File: src/verilog/pmc_pkg.sv
// constants, mode codes and counts for the power-mode controller
package pmc_pkg;

  // ----------------------------------------------------------------
  // sequencer states
  // ----------------------------------------------------------------
  typedef enum logic [3:0] {
    ST_ACTIVE     = 4'h0,
    ST_SLEEP      = 4'h1,
    ST_SUBACTIVE  = 4'h2,
    ST_SUBSLEEP   = 4'h3,
    ST_STANDBY    = 4'h4,
    ST_OSC_SETTLE = 4'h5,
    ST_DT_OLD     = 4'h6,
    ST_DT_EXC     = 4'h7,
    ST_RST_HOLD   = 4'h8
  } mode_e;

  // ----------------------------------------------------------------
  // widths and counts
  // ----------------------------------------------------------------
  localparam int CNT_W          = 24;  // settle counter width
  localparam int NUM_MODULES    = 8;   // peripherals with standby bits
  typedef logic [CNT_W-1:0] cnt_t;

  // sleep execution states plus internal processing states
  localparam logic [3:0] OLD_CLK_STATES = 4'h3;
  // exception handling states after a direct transition
  localparam logic [3:0] EXC_STATES     = 4'hE;
  // default oscillator settling wait, in system clock states
  localparam int unsigned SETTLE_BASE   = 8192;

  // ----------------------------------------------------------------
  // values after reset
  // ----------------------------------------------------------------
  localparam mode_e      STATE_RST  = ST_ACTIVE;
  localparam logic [2:0] ACT_DIV_RST = 3'h0;
  localparam logic [1:0] SUB_DIV_RST = 2'h0;
  localparam logic [3:0] STEP_RST    = 4'h0;
  localparam logic       PIN_IDLE    = 1'b1;

endpackage : pmc_pkg

File: src/verilog/settle_if.sv
// handshake between the sequencer and the settle timer
`timescale 1ns/100ps
interface settle_if;
  logic          start;
  pmc_pkg::cnt_t cycles;
  logic          done;
  modport ctrl  (output start, output cycles, input done);
  modport timer (input start, input cycles, output done);
endinterface : settle_if

File: src/verilog/settle_timer.sv
// oscillator settling down-counter, runs while the cpu clock is stopped
`timescale 1ns/100ps
module settle_timer (
  // clock and reset
  input wire logic ref_clk,
  input wire logic reset,
  // sequencer side
  settle_if.timer  bus
);

  pmc_pkg::cnt_t cnt_q;
  pmc_pkg::cnt_t cnt_d;

  // load on start, count to zero
  always_comb begin
    cnt_d = cnt_q;
    if (bus.start) begin
      cnt_d = bus.cycles;
    end else if (cnt_q != '0) begin
      cnt_d = cnt_q - pmc_pkg::cnt_t'(1);
    end
  end

  assign bus.done = (cnt_q == '0) && !bus.start;

  // counter register
  always_ff @(posedge ref_clk) begin
    if (reset) begin
      cnt_q <= '0;
    end else begin
      cnt_q <= cnt_d;
    end
  end

endmodule : settle_timer

File: src/verilog/clk_div_gen.sv
// power-of-two divider giving a one-cycle enable every 2**shift ticks
`timescale 1ns/100ps
module clk_div_gen (
  // clock and reset
  input  wire logic       ref_clk,
  input  wire logic       reset,
  // tick in, ratio, tick out
  input  wire logic       tick_in,
  input  wire logic [2:0] shift,
  output logic            tick_out
);

  logic [6:0] cnt_q;
  logic [6:0] cnt_d;
  logic [6:0] limit;

  // wrap the count at the selected ratio
  always_comb begin
    limit = 7'((8'h01 << shift) - 8'h01);
    cnt_d = cnt_q;
    if (tick_in) begin
      cnt_d = (cnt_q >= limit) ? 7'h00 : cnt_q + 7'h01;
    end
  end

  assign tick_out = tick_in && (cnt_q >= limit);

  // divider register
  always_ff @(posedge ref_clk) begin
    if (reset) begin
      cnt_q <= 7'h00;
    end else begin
      cnt_q <= cnt_d;
    end
  end

endmodule : clk_div_gen

File: src/verilog/power_mode_controller.sv
// power-mode sequencer: sleep decode, wake-up, dividers, module standby
//
// Notes on behaviour
// - standby: oscillator off, cpu halted, ports high-z
// - standby wake: restart oscillator, settle, then exception
// - masked or disabled interrupt never clears standby/subsleep
// - reset pin low: restart oscillator, settle, await release
// - subsleep: only timer A runs, ports hold state
// - subsleep wake goes active or subactive by flag
// - subactive cpu clock is watch clock /2 /4 /8
// - new divider settings apply only after sleep
// - sleep in subactive decodes any target mode
// - decode: direct flag, standby, subsleep, low-speed bits
// - direct transition switches clock, then direct exception
// - direct interrupt disabled: sleep or subsleep instead
// - direct attempt while masked: unwakeable sleep or subsleep
// - active to subactive: old clock, then subclock exception
// - subactive to active: old clock, settle, new clock
// - per-module standby bit gates that module's clock
`timescale 1ns/100ps
module power_mode_controller #(
  parameter int unsigned settle_base = pmc_pkg::SETTLE_BASE
) (
  // clock and reset
  input  wire logic       ref_clk,
  input  wire logic       reset,
  // cpu and interrupt controller
  input  wire logic       sleep_exec,
  input  wire logic       int_mask,
  input  wire logic       irq_request,
  input  wire logic       irq_enabled,
  input  wire logic       direct_int_enable,
  // system control one bits
  input  wire logic       standby_select,
  input  wire logic [2:0] wakeup_wait_select,
  // system control two bits
  input  wire logic       subsleep_select,
  input  wire logic       low_speed_on_flag,
  input  wire logic       direct_transition_flag,
  input  wire logic       subactive_divider_hi,
  input  wire logic       subactive_divider_lo,
  input  wire logic       active_divider_b2,
  input  wire logic       active_divider_b1,
  input  wire logic       active_divider_b0,
  // module standby bits
  input  wire logic [7:0] module_standby,
  // pins
  input  wire logic       chip_init_pin_n,
  input  wire logic       subclock_xtal_in,
  output logic            subclock_xtal_out,
  // mode status
  output logic [3:0]      mode_state,
  output logic            sys_osc_run,
  output logic            io_hiz,
  output logic            io_hold,
  output logic            wake_locked,
  // clock enables
  output logic            cpu_clk_en,
  output logic            periph_clk_en,
  output logic            timer_a_clk_en,
  output logic [7:0]      module_clk_en,
  // exception starts
  output logic            int_exc_start,
  output logic            direct_exc_start,
  output logic            reset_exc_start
);

  // ----------------------------------------------------------------
  // pin synchronisers and watch tick
  // ----------------------------------------------------------------
  logic pin_s1_q, pin_s2_q, x_s1_q, x_s2_q, x_s3_q, xout_q;
  logic pin_s1_d, pin_s2_d, x_s1_d, x_s2_d, x_s3_d, xout_d;
  logic watch_tick;

  // two flops per pin, third flop for the edge
  always_comb begin
    pin_s1_d = chip_init_pin_n;
    pin_s2_d = pin_s1_q;
    x_s1_d   = subclock_xtal_in;
    x_s2_d   = x_s1_q;
    x_s3_d   = x_s2_q;
    xout_d   = !x_s2_q;
  end

  always_ff @(posedge ref_clk) begin
    if (reset) begin
      pin_s1_q <= pmc_pkg::PIN_IDLE;
      pin_s2_q <= pmc_pkg::PIN_IDLE;
      x_s1_q   <= 1'b0;
      x_s2_q   <= 1'b0;
      x_s3_q   <= 1'b0;
      xout_q   <= 1'b0;
    end else begin
      pin_s1_q <= pin_s1_d;
      pin_s2_q <= pin_s2_d;
      x_s1_q   <= x_s1_d;
      x_s2_q   <= x_s2_d;
      x_s3_q   <= x_s3_d;
      xout_q   <= xout_d;
    end
  end

  // watch edge seen on the always-on clock
  assign watch_tick        = x_s2_q && !x_s3_q;
  assign subclock_xtal_out = xout_q;

  // ----------------------------------------------------------------
  // sequencer state
  // ----------------------------------------------------------------
  pmc_pkg::mode_e state_q, state_d;
  logic [3:0]     cnt_q, cnt_d;
  logic [2:0]     eff_ma_q, eff_ma_d;
  logic [1:0]     eff_sa_q, eff_sa_d;
  logic clk_sub_q, clk_sub_d, osc_q, osc_d, tgt_sub_q, tgt_sub_d;
  logic dt_q, dt_d, no_wake_q, no_wake_d;
  logic int_exc_q, int_exc_d, dt_exc_q, dt_exc_d;
  logic rst_exc_q, rst_exc_d, hiz_q, hiz_d, hold_q, hold_d;
  logic wake, act_tick, sub_tick, cpu_tick, run_state;
  logic settle_start;
  logic [2:0] sub_shift;
  pmc_pkg::cnt_t settle_len;
  pmc_pkg::cnt_t settle_wait;

  settle_if st_bus ();

  settle_timer u_settle (
    .ref_clk (ref_clk),
    .reset   (reset),
    .bus     (st_bus)
  );

  // subactive ratio: 00 -> /2, 01 -> /4, 1x -> /8
  assign sub_shift = eff_sa_q[1] ? 3'h3 : (eff_sa_q[0] ? 3'h2 : 3'h1);

  clk_div_gen u_act_div (
    .ref_clk  (ref_clk),
    .reset    (reset),
    .tick_in  (osc_q),
    .shift    (eff_ma_q),
    .tick_out (act_tick)
  );

  clk_div_gen u_sub_div (
    .ref_clk  (ref_clk),
    .reset    (reset),
    .tick_in  (watch_tick),
    .shift    (sub_shift),
    .tick_out (sub_tick)
  );

  // masked, disabled or locked requests never wake
  assign wake        = irq_request && irq_enabled && !int_mask && !no_wake_q;
  assign cpu_tick    = clk_sub_q ? sub_tick : act_tick;
  assign settle_wait = pmc_pkg::cnt_t'(settle_base) << wakeup_wait_select;
  assign run_state   = (state_q == pmc_pkg::ST_ACTIVE) ||
                       (state_q == pmc_pkg::ST_SUBACTIVE);
  assign st_bus.start  = settle_start;
  assign st_bus.cycles = settle_len;

  // next-state decode
  always_comb begin
    state_d      = state_q;
    cnt_d        = cnt_q;
    clk_sub_d    = clk_sub_q;
    osc_d        = osc_q;
    tgt_sub_d    = tgt_sub_q;
    dt_d         = dt_q;
    no_wake_d    = no_wake_q;
    eff_ma_d     = eff_ma_q;
    eff_sa_d     = eff_sa_q;
    int_exc_d    = 1'b0;
    dt_exc_d     = 1'b0;
    rst_exc_d    = 1'b0;
    settle_start = 1'b0;
    settle_len   = settle_wait;
    if (!pin_s2_q) begin
      // restart oscillator and time its settling
      state_d    = pmc_pkg::ST_RST_HOLD;
      osc_d      = 1'b1;
      clk_sub_d  = 1'b0;
      dt_d       = 1'b0;
      no_wake_d  = 1'b0;
      eff_ma_d   = pmc_pkg::ACT_DIV_RST;
      eff_sa_d   = pmc_pkg::SUB_DIV_RST;
      settle_len = pmc_pkg::cnt_t'(settle_base);
      settle_start = (state_q != pmc_pkg::ST_RST_HOLD);
    end else begin
      case (state_q)
        pmc_pkg::ST_ACTIVE, pmc_pkg::ST_SUBACTIVE: begin
          if (sleep_exec) begin
            eff_ma_d = {active_divider_b2, active_divider_b1,
                        active_divider_b0};
            eff_sa_d = {subactive_divider_hi, subactive_divider_lo};
            if (direct_transition_flag) begin
              if (!direct_int_enable || int_mask) begin
                // fall back, lock wake when masked
                state_d   = subsleep_select ? pmc_pkg::ST_SUBSLEEP :
                                              pmc_pkg::ST_SLEEP;
                osc_d     = osc_q && !subsleep_select;
                no_wake_d = int_mask;
              end else begin
                state_d   = pmc_pkg::ST_DT_OLD;
                cnt_d     = pmc_pkg::STEP_RST;
                tgt_sub_d = low_speed_on_flag;
              end
            end else if (standby_select) begin
              state_d = pmc_pkg::ST_STANDBY;
              osc_d   = 1'b0;
            end else if (subsleep_select) begin
              state_d = pmc_pkg::ST_SUBSLEEP;
              osc_d   = 1'b0;
            end else begin
              state_d = pmc_pkg::ST_SLEEP;
            end
          end
        end
        pmc_pkg::ST_SLEEP, pmc_pkg::ST_SUBSLEEP,
        pmc_pkg::ST_STANDBY: begin
          if (wake) begin
            if (state_q == pmc_pkg::ST_STANDBY || !low_speed_on_flag) begin
              if (osc_q) begin
                state_d   = pmc_pkg::ST_ACTIVE;
                clk_sub_d = 1'b0;
                int_exc_d = 1'b1;
              end else begin
                // restart and wait the selected time
                state_d      = pmc_pkg::ST_OSC_SETTLE;
                osc_d        = 1'b1;
                dt_d         = 1'b0;
                settle_start = 1'b1;
              end
            end else begin
              state_d   = pmc_pkg::ST_SUBACTIVE;
              clk_sub_d = 1'b1;
              osc_d     = 1'b0;
              int_exc_d = 1'b1;
            end
          end
        end
        pmc_pkg::ST_OSC_SETTLE: begin
          if (st_bus.done) begin
            clk_sub_d = 1'b0;
            if (dt_q) begin
              // exception runs on the new system clock
              state_d  = pmc_pkg::ST_DT_EXC;
              cnt_d    = pmc_pkg::STEP_RST;
              dt_exc_d = 1'b1;
            end else begin
              state_d   = pmc_pkg::ST_ACTIVE;
              int_exc_d = 1'b1;
            end
          end
        end
        pmc_pkg::ST_DT_OLD: begin
          // sleep and internal states on old clock
          if (cpu_tick) begin
            cnt_d = cnt_q + 4'h1;
            if (cnt_q == pmc_pkg::OLD_CLK_STATES - 4'h1) begin
              cnt_d = pmc_pkg::STEP_RST;
              if (tgt_sub_q) begin
                state_d   = pmc_pkg::ST_DT_EXC;
                clk_sub_d = 1'b1;
                osc_d     = 1'b0;
                dt_exc_d  = 1'b1;
              end else if (!osc_q) begin
                state_d      = pmc_pkg::ST_OSC_SETTLE;
                osc_d        = 1'b1;
                dt_d         = 1'b1;
                settle_start = 1'b1;
              end else begin
                state_d   = pmc_pkg::ST_DT_EXC;
                clk_sub_d = 1'b0;
                dt_exc_d  = 1'b1;
              end
            end
          end
        end
        pmc_pkg::ST_DT_EXC: begin
          // exception states counted on the new clock
          if (cpu_tick) begin
            cnt_d = cnt_q + 4'h1;
            if (cnt_q == pmc_pkg::EXC_STATES - 4'h1) begin
              cnt_d   = pmc_pkg::STEP_RST;
              state_d = tgt_sub_q ? pmc_pkg::ST_SUBACTIVE :
                                    pmc_pkg::ST_ACTIVE;
            end
          end
        end
        pmc_pkg::ST_RST_HOLD: begin
          // pin already released here, wait for stable clock
          if (st_bus.done) begin
            state_d   = pmc_pkg::ST_ACTIVE;
            rst_exc_d = 1'b1;
          end
        end
        default: begin
          state_d = pmc_pkg::ST_ACTIVE;
        end
      endcase
    end
    // port behaviour follows the next mode
    hiz_d  = (state_d == pmc_pkg::ST_STANDBY);
    hold_d = (state_d == pmc_pkg::ST_SLEEP) ||
             (state_d == pmc_pkg::ST_SUBSLEEP);
  end

  // sequencer registers
  always_ff @(posedge ref_clk) begin
    if (reset) begin
      state_q   <= pmc_pkg::STATE_RST;
      cnt_q     <= pmc_pkg::STEP_RST;
      eff_ma_q  <= pmc_pkg::ACT_DIV_RST;
      eff_sa_q  <= pmc_pkg::SUB_DIV_RST;
      clk_sub_q <= 1'b0;
      osc_q     <= 1'b1;
      tgt_sub_q <= 1'b0;
      dt_q      <= 1'b0;
      no_wake_q <= 1'b0;
      int_exc_q <= 1'b0;
      dt_exc_q  <= 1'b0;
      rst_exc_q <= 1'b0;
      hiz_q     <= 1'b0;
      hold_q    <= 1'b0;
    end else begin
      state_q   <= state_d;
      cnt_q     <= cnt_d;
      eff_ma_q  <= eff_ma_d;
      eff_sa_q  <= eff_sa_d;
      clk_sub_q <= clk_sub_d;
      osc_q     <= osc_d;
      tgt_sub_q <= tgt_sub_d;
      dt_q      <= dt_d;
      no_wake_q <= no_wake_d;
      int_exc_q <= int_exc_d;
      dt_exc_q  <= dt_exc_d;
      rst_exc_q <= rst_exc_d;
      hiz_q     <= hiz_d;
      hold_q    <= hold_d;
    end
  end

  // ----------------------------------------------------------------
  // outputs and clock gating
  // ----------------------------------------------------------------
  assign mode_state       = state_q;
  assign sys_osc_run      = osc_q;
  assign io_hiz           = hiz_q;
  assign io_hold          = hold_q;
  assign wake_locked      = no_wake_q;
  assign int_exc_start    = int_exc_q;
  assign direct_exc_start = dt_exc_q;
  assign reset_exc_start  = rst_exc_q;
  assign timer_a_clk_en   = watch_tick;
  assign cpu_clk_en       = cpu_tick && (run_state ||
                            state_q == pmc_pkg::ST_DT_OLD ||
                            state_q == pmc_pkg::ST_DT_EXC);
  // peripherals stopped in subsleep and standby
  assign periph_clk_en    = cpu_tick && (run_state ||
                            state_q == pmc_pkg::ST_SLEEP);

  for (genvar i = 0; i < pmc_pkg::NUM_MODULES; i++) begin : g_mstby
    assign module_clk_en[i] = periph_clk_en && !module_standby[i];
  end
endmodule : power_mode_controller

File: config.mk
export PLATFORM = sky130hd
export DESIGN_NAME = power_mode_controller
export DESIGN_NICKNAME = d
export VERILOG_FILES = /design/src/verilog/pmc_pkg.sv /design/src/verilog/settle_if.sv /design/src/verilog/settle_timer.sv /design/src/verilog/clk_div_gen.sv /design/src/verilog/power_mode_controller.sv
export SDC_FILE = /design/constraint.sdc
export NUM_CORES = 1
export LEC_CHECK = 0
export ABC_AREA = 1
export BUFFER_PORTS_ARGS = -buffer_cell sky130_fd_sc_hd__buf_2
export CELL_PAD_IN_SITES_DETAIL_PLACEMENT = 0
export CELL_PAD_IN_SITES_GLOBAL_PLACEMENT = 1
export CORE_ASPECT_RATIO = 2
export CORE_MARGIN = 2
export CORE_UTILIZATION = 42
export DETAILED_ROUTE_END_ITERATION = 10
export GPL_TIMING_DRIVEN = 0
export PLACE_DENSITY = 0.82
export RECOVER_POWER = 25
export SYNTH_ARGS = -nofsm -noshare
export SYNTH_HDL_FRONTEND = slang
export SYNTH_SLANG_ARGS = --single-unit
File: constraint.sdc
create_clock -name ref_clk -period 3.9 [get_ports ref_clk]
set_input_delay 0.195 -clock ref_clk [delete_from_list [all_inputs] [get_ports ref_clk]]
set_output_delay 0.195 -clock ref_clk [all_outputs]
set_load 0.02 [all_outputs]
==> metrics.yaml <==
finalSetupViolations: 0
grt_max_degree: 12
post-cts-setup-buffers: 0
drt-initial-drc-count: 108
fin_setup_tns_ns: 0
root_buffer: "clkbuf_16"
ir_worst_vdd_v: 0.000347
viasPerCell: 5.13
yosys_warnings: 0
die_w_um: 73.3
clkLatencyLatePin_ns: 0.33
cp_max_fo: 9
cap_viol_max_count: 0
first_pass_iters: 4
path_cells: "inv_1 -> nand2_1 -> ha_1 -> o21ai_0 -> a21oi_1 -> xor2_1 -> ha_1 -> nand2_1 -> nor2_1 -> nand3_1 -> nand3_1 -> nand3_1 -> nand2_1 -> nand3_1 -> nor2_1 -> buf_2"
syn2layout_area_growth_pct: 17.2
grt_overflow: 0
p_per_area_nw_per_um2: 669
synth_edf_count: 0
synth_flop_cell: "dfxtp_1"
post-route-drc-count: 0
dp_hpwl_um: 8370
path_common_cell: "nand3_1"
grt_pass1_vias: 3680
timing.hold.ws_ns: 0.0634
syn_inst: 562
outcome: "finished, final reports clean"
gp_congestion: 0.934
finalHoldViolCount: 0
ioPinCount: 52
fill_cells: 927
ys_ff_latch: 67
final_cells: 733
slowest_delay_ns: 0.41
syn_area_um2: 4030
criticalPathCategory: "flop to primary output"
ys_top_cells_by_count: "nor2_1 (96), nand2_1 (90), inv_1 (70)"
yosys.area.top_type: "dfxtp_1"
cts_tree: "built"
tightestPinTransition_ns: 0.698
start_util_pct: 43.2
finalPower_w: 0.00316
synthTopCellsByArea: "dfxtp_1 (33%), nor2_1 (8.9%), nand2_1 (8.4%)"
drv_slew: 0
post_synth.cell_area_avg_um2: 7.17
fin_skew_ns: 0.00588
max_freq_mhz: 288
relSlewSlack_pct: 53.5
row_count: 50
ys_seq_area_share_pct: 33.3
ys_types: 44
path_clk_slew_ns: 0.06
die_h_um: 143
cts_resized: 0
critical-path-top-delay-family: "simple AND/OR/NAND/NOR gates"
min_period_over_period_pct: 88.9
antenna_left: 0
grt_pass1_wl_um: 16900
drt-wirelength-per-cell_um: 14.1
dp.cells: 717
synth_top_area_share_pct: 33.3
crit_path_top_delay_cell: "dfxtp_1"
leakage_nw: 2.08
fin_util_pct: 50.7
dieArea_um2: 10400
post-synth-top-count-cell: "nor2_1"
antenna_found_initial: 0
critPathLaunchType: "flop"
fin_crit_ns: 3.47
antennaDiodeCount: 0
crit_buf_inv: 2
drive_gt1_share_pct: 18.0
synthesis.nets: 605
crit_required_ns: 3.70
hold_path.class: "input port to flop"
critPathArrivalTime_ns: 3.27
track_usage_pct: 21.2
vias: 3760
core-area_um2: 9320
fin_nets: 667
finalWirelength_um: 10300
grt_setup_unrepaired: "no"
io_buffers: 51
critPathCaptureType: "primary output"
cts_sinks: 67
cts_inserted_buffers: 9
cts_buffer_depth: 2
postCtsHoldBufs: 0
async_flop_share_pct: 0
htreeDepth: 3
==> sequential cells by signal, indices dropped and copies added, names as in the netlist <==
name               count
subclock_xtal_out      1
int_exc_start          1
x_s3_q                 1
u_sub_div.cnt_q        7
wake_locked            1
pin_s1_q               1
mode_state             4
pin_s2_q               1
dt_q                   1
eff_sa_q               2
direct_exc_start       1
sys_osc_run            1
x_s1_q                 1
tgt_sub_q              1
reset_exc_start        1
clk_sub_q              1
eff_ma_q               3
io_hold                1
cnt_q                  4
u_settle.cnt_q        24
x_s2_q                 1
io_hiz                 1
u_act_div.cnt_q        7
==> cell type report <==
class / instances / area (um^2) / share of cell area, %
flip-flops and latches: 67 / 1340 / 28.4
clock buffers: 11 / 253 / 5.35
plain buffers: 7 / 47.5 / 1.01
inverters: 79 / 299 / 6.33
repair buffers: 51 / 239 / 5.06
well taps: 104 / 130 / 2.75
clock inverters: 5 / 75.1 / 1.59
multi-input cells: 409 / 2340 / 49.5
==> logic make-up (layout without fill, tap and decap cells) <==
kind of cell	Yosys count	after routing	share of synthesized area [%]
AND/OR/NAND/NOR	293	293	37.0
buffers and inverters	86	153	8.60
AO/OA/AOI/OAI	78	78	11.7
flip-flops	67	67	33.3
XOR/XNOR	23	23	5.00
adder cells (fa/ha/maj)	14	14	4.35
other	1	1	0.0930
==> per-layer routing <==
metal  GRT usage [%]  up-vias  wire (um)
li1                -     1968          -
met1            20.9     1710       3840
met2            40.1       58       5850
met3            4.04       24        272
met4            10.5        0        355
met5               0        -          0
==> power by group <==
part | internal (W) | leakage, nW | switching (W) | total (W)
logic | 0.000478 | 1.37 | 0.000845 | 0.00132
registers | 0.000822 | 0.548 | 0.000132 | 0.000954
clock network | 0.000591 | 0.165 | 0.000295 | 0.000885
total | 0.00189 | 2.08 | 0.00127 | 0.00316
==> final timing paths <==
check                         from          endpoint  slack (ns)  depth (start not counted)
hold reg to reg             x_s1_q            x_s2_q        0.40                          2
setup / recovery       eff_ma_q[2]  module_clk_en[2]        0.43                         16
setup reg to reg       eff_ma_q[2]          cnt_q[0]        0.57                         22
hold / removal    subclock_xtal_in            x_s1_q        0.06                          3
==> worst reg2reg max path, stage by stage, from the launching register on <==
cell,delay [ns]
dfxtp_1,0.41
inv_1,0.13
nand2_1,0.12
ha_1,0.18
o21ai_0,0.14
a21oi_1,0.17
xor2_1,0.10
ha_1,0.30
nand2_1,0.08
nor2_1,0.16
nand3_1,0.08
nand3_1,0.14
nand3_1,0.09
nand2_1,0.19
nand3_2,0.17
nand2_4,0.14
nand2_8,0.10
nand2_8,0.13
nand2_4,0.10
nand2_4,0.12
nand2_1,0.06
o21ai_1,0.07
nor2_1,0.04
==> stage by stage <==
step | worst slack [ns] | instance area, um^2
floorplan | 1.16 | 4030
global placement | 0.593 | 4420
detailed placement | 0.536 | 4420
CTS | 0.364 | 4740
global route | 0.113 | 4730
finish | 0.432 | 4730
==> placed cells by master, fill, tap and decap left out, types with 3 or more instances in the layout <==
| cell | count |
|---|---|
| buf_2 | 39 |
| a31oi_1 | 4 |
| xnor2_1 | 5 |
| nand3_2 | 6 |
| clkbuf_1 | 17 |
| a211oi_1 | 8 |
| nand4_2 | 3 |
| nor3_2 | 3 |
| dfxtp_1 | 67 |
| inv_2 | 8 |
| and3_1 | 3 |
| nor2_1 | 97 |
| nand2_2 | 3 |
| ha_1 | 14 |
| o21ai_0 | 18 |
| nor4_1 | 3 |
| clkinv_2 | 3 |
| clkbuf_16 | 9 |
| nor2_2 | 7 |
| a21oi_1 | 30 |
| o211ai_1 | 3 |
| nand2_1 | 90 |
| nor3b_1 | 4 |
| nor4_2 | 6 |
| inv_1 | 70 |
| xor2_1 | 18 |
| o21ai_1 | 4 |
| nor2_4 | 4 |
| nand3_1 | 33 |
| nor3_1 | 11 |
| nand4_1 | 10 |
| nand2_4 | 4 |
| a211oi_2 | 4 |
No activity file was read; power rests on OpenSTA's default activity.
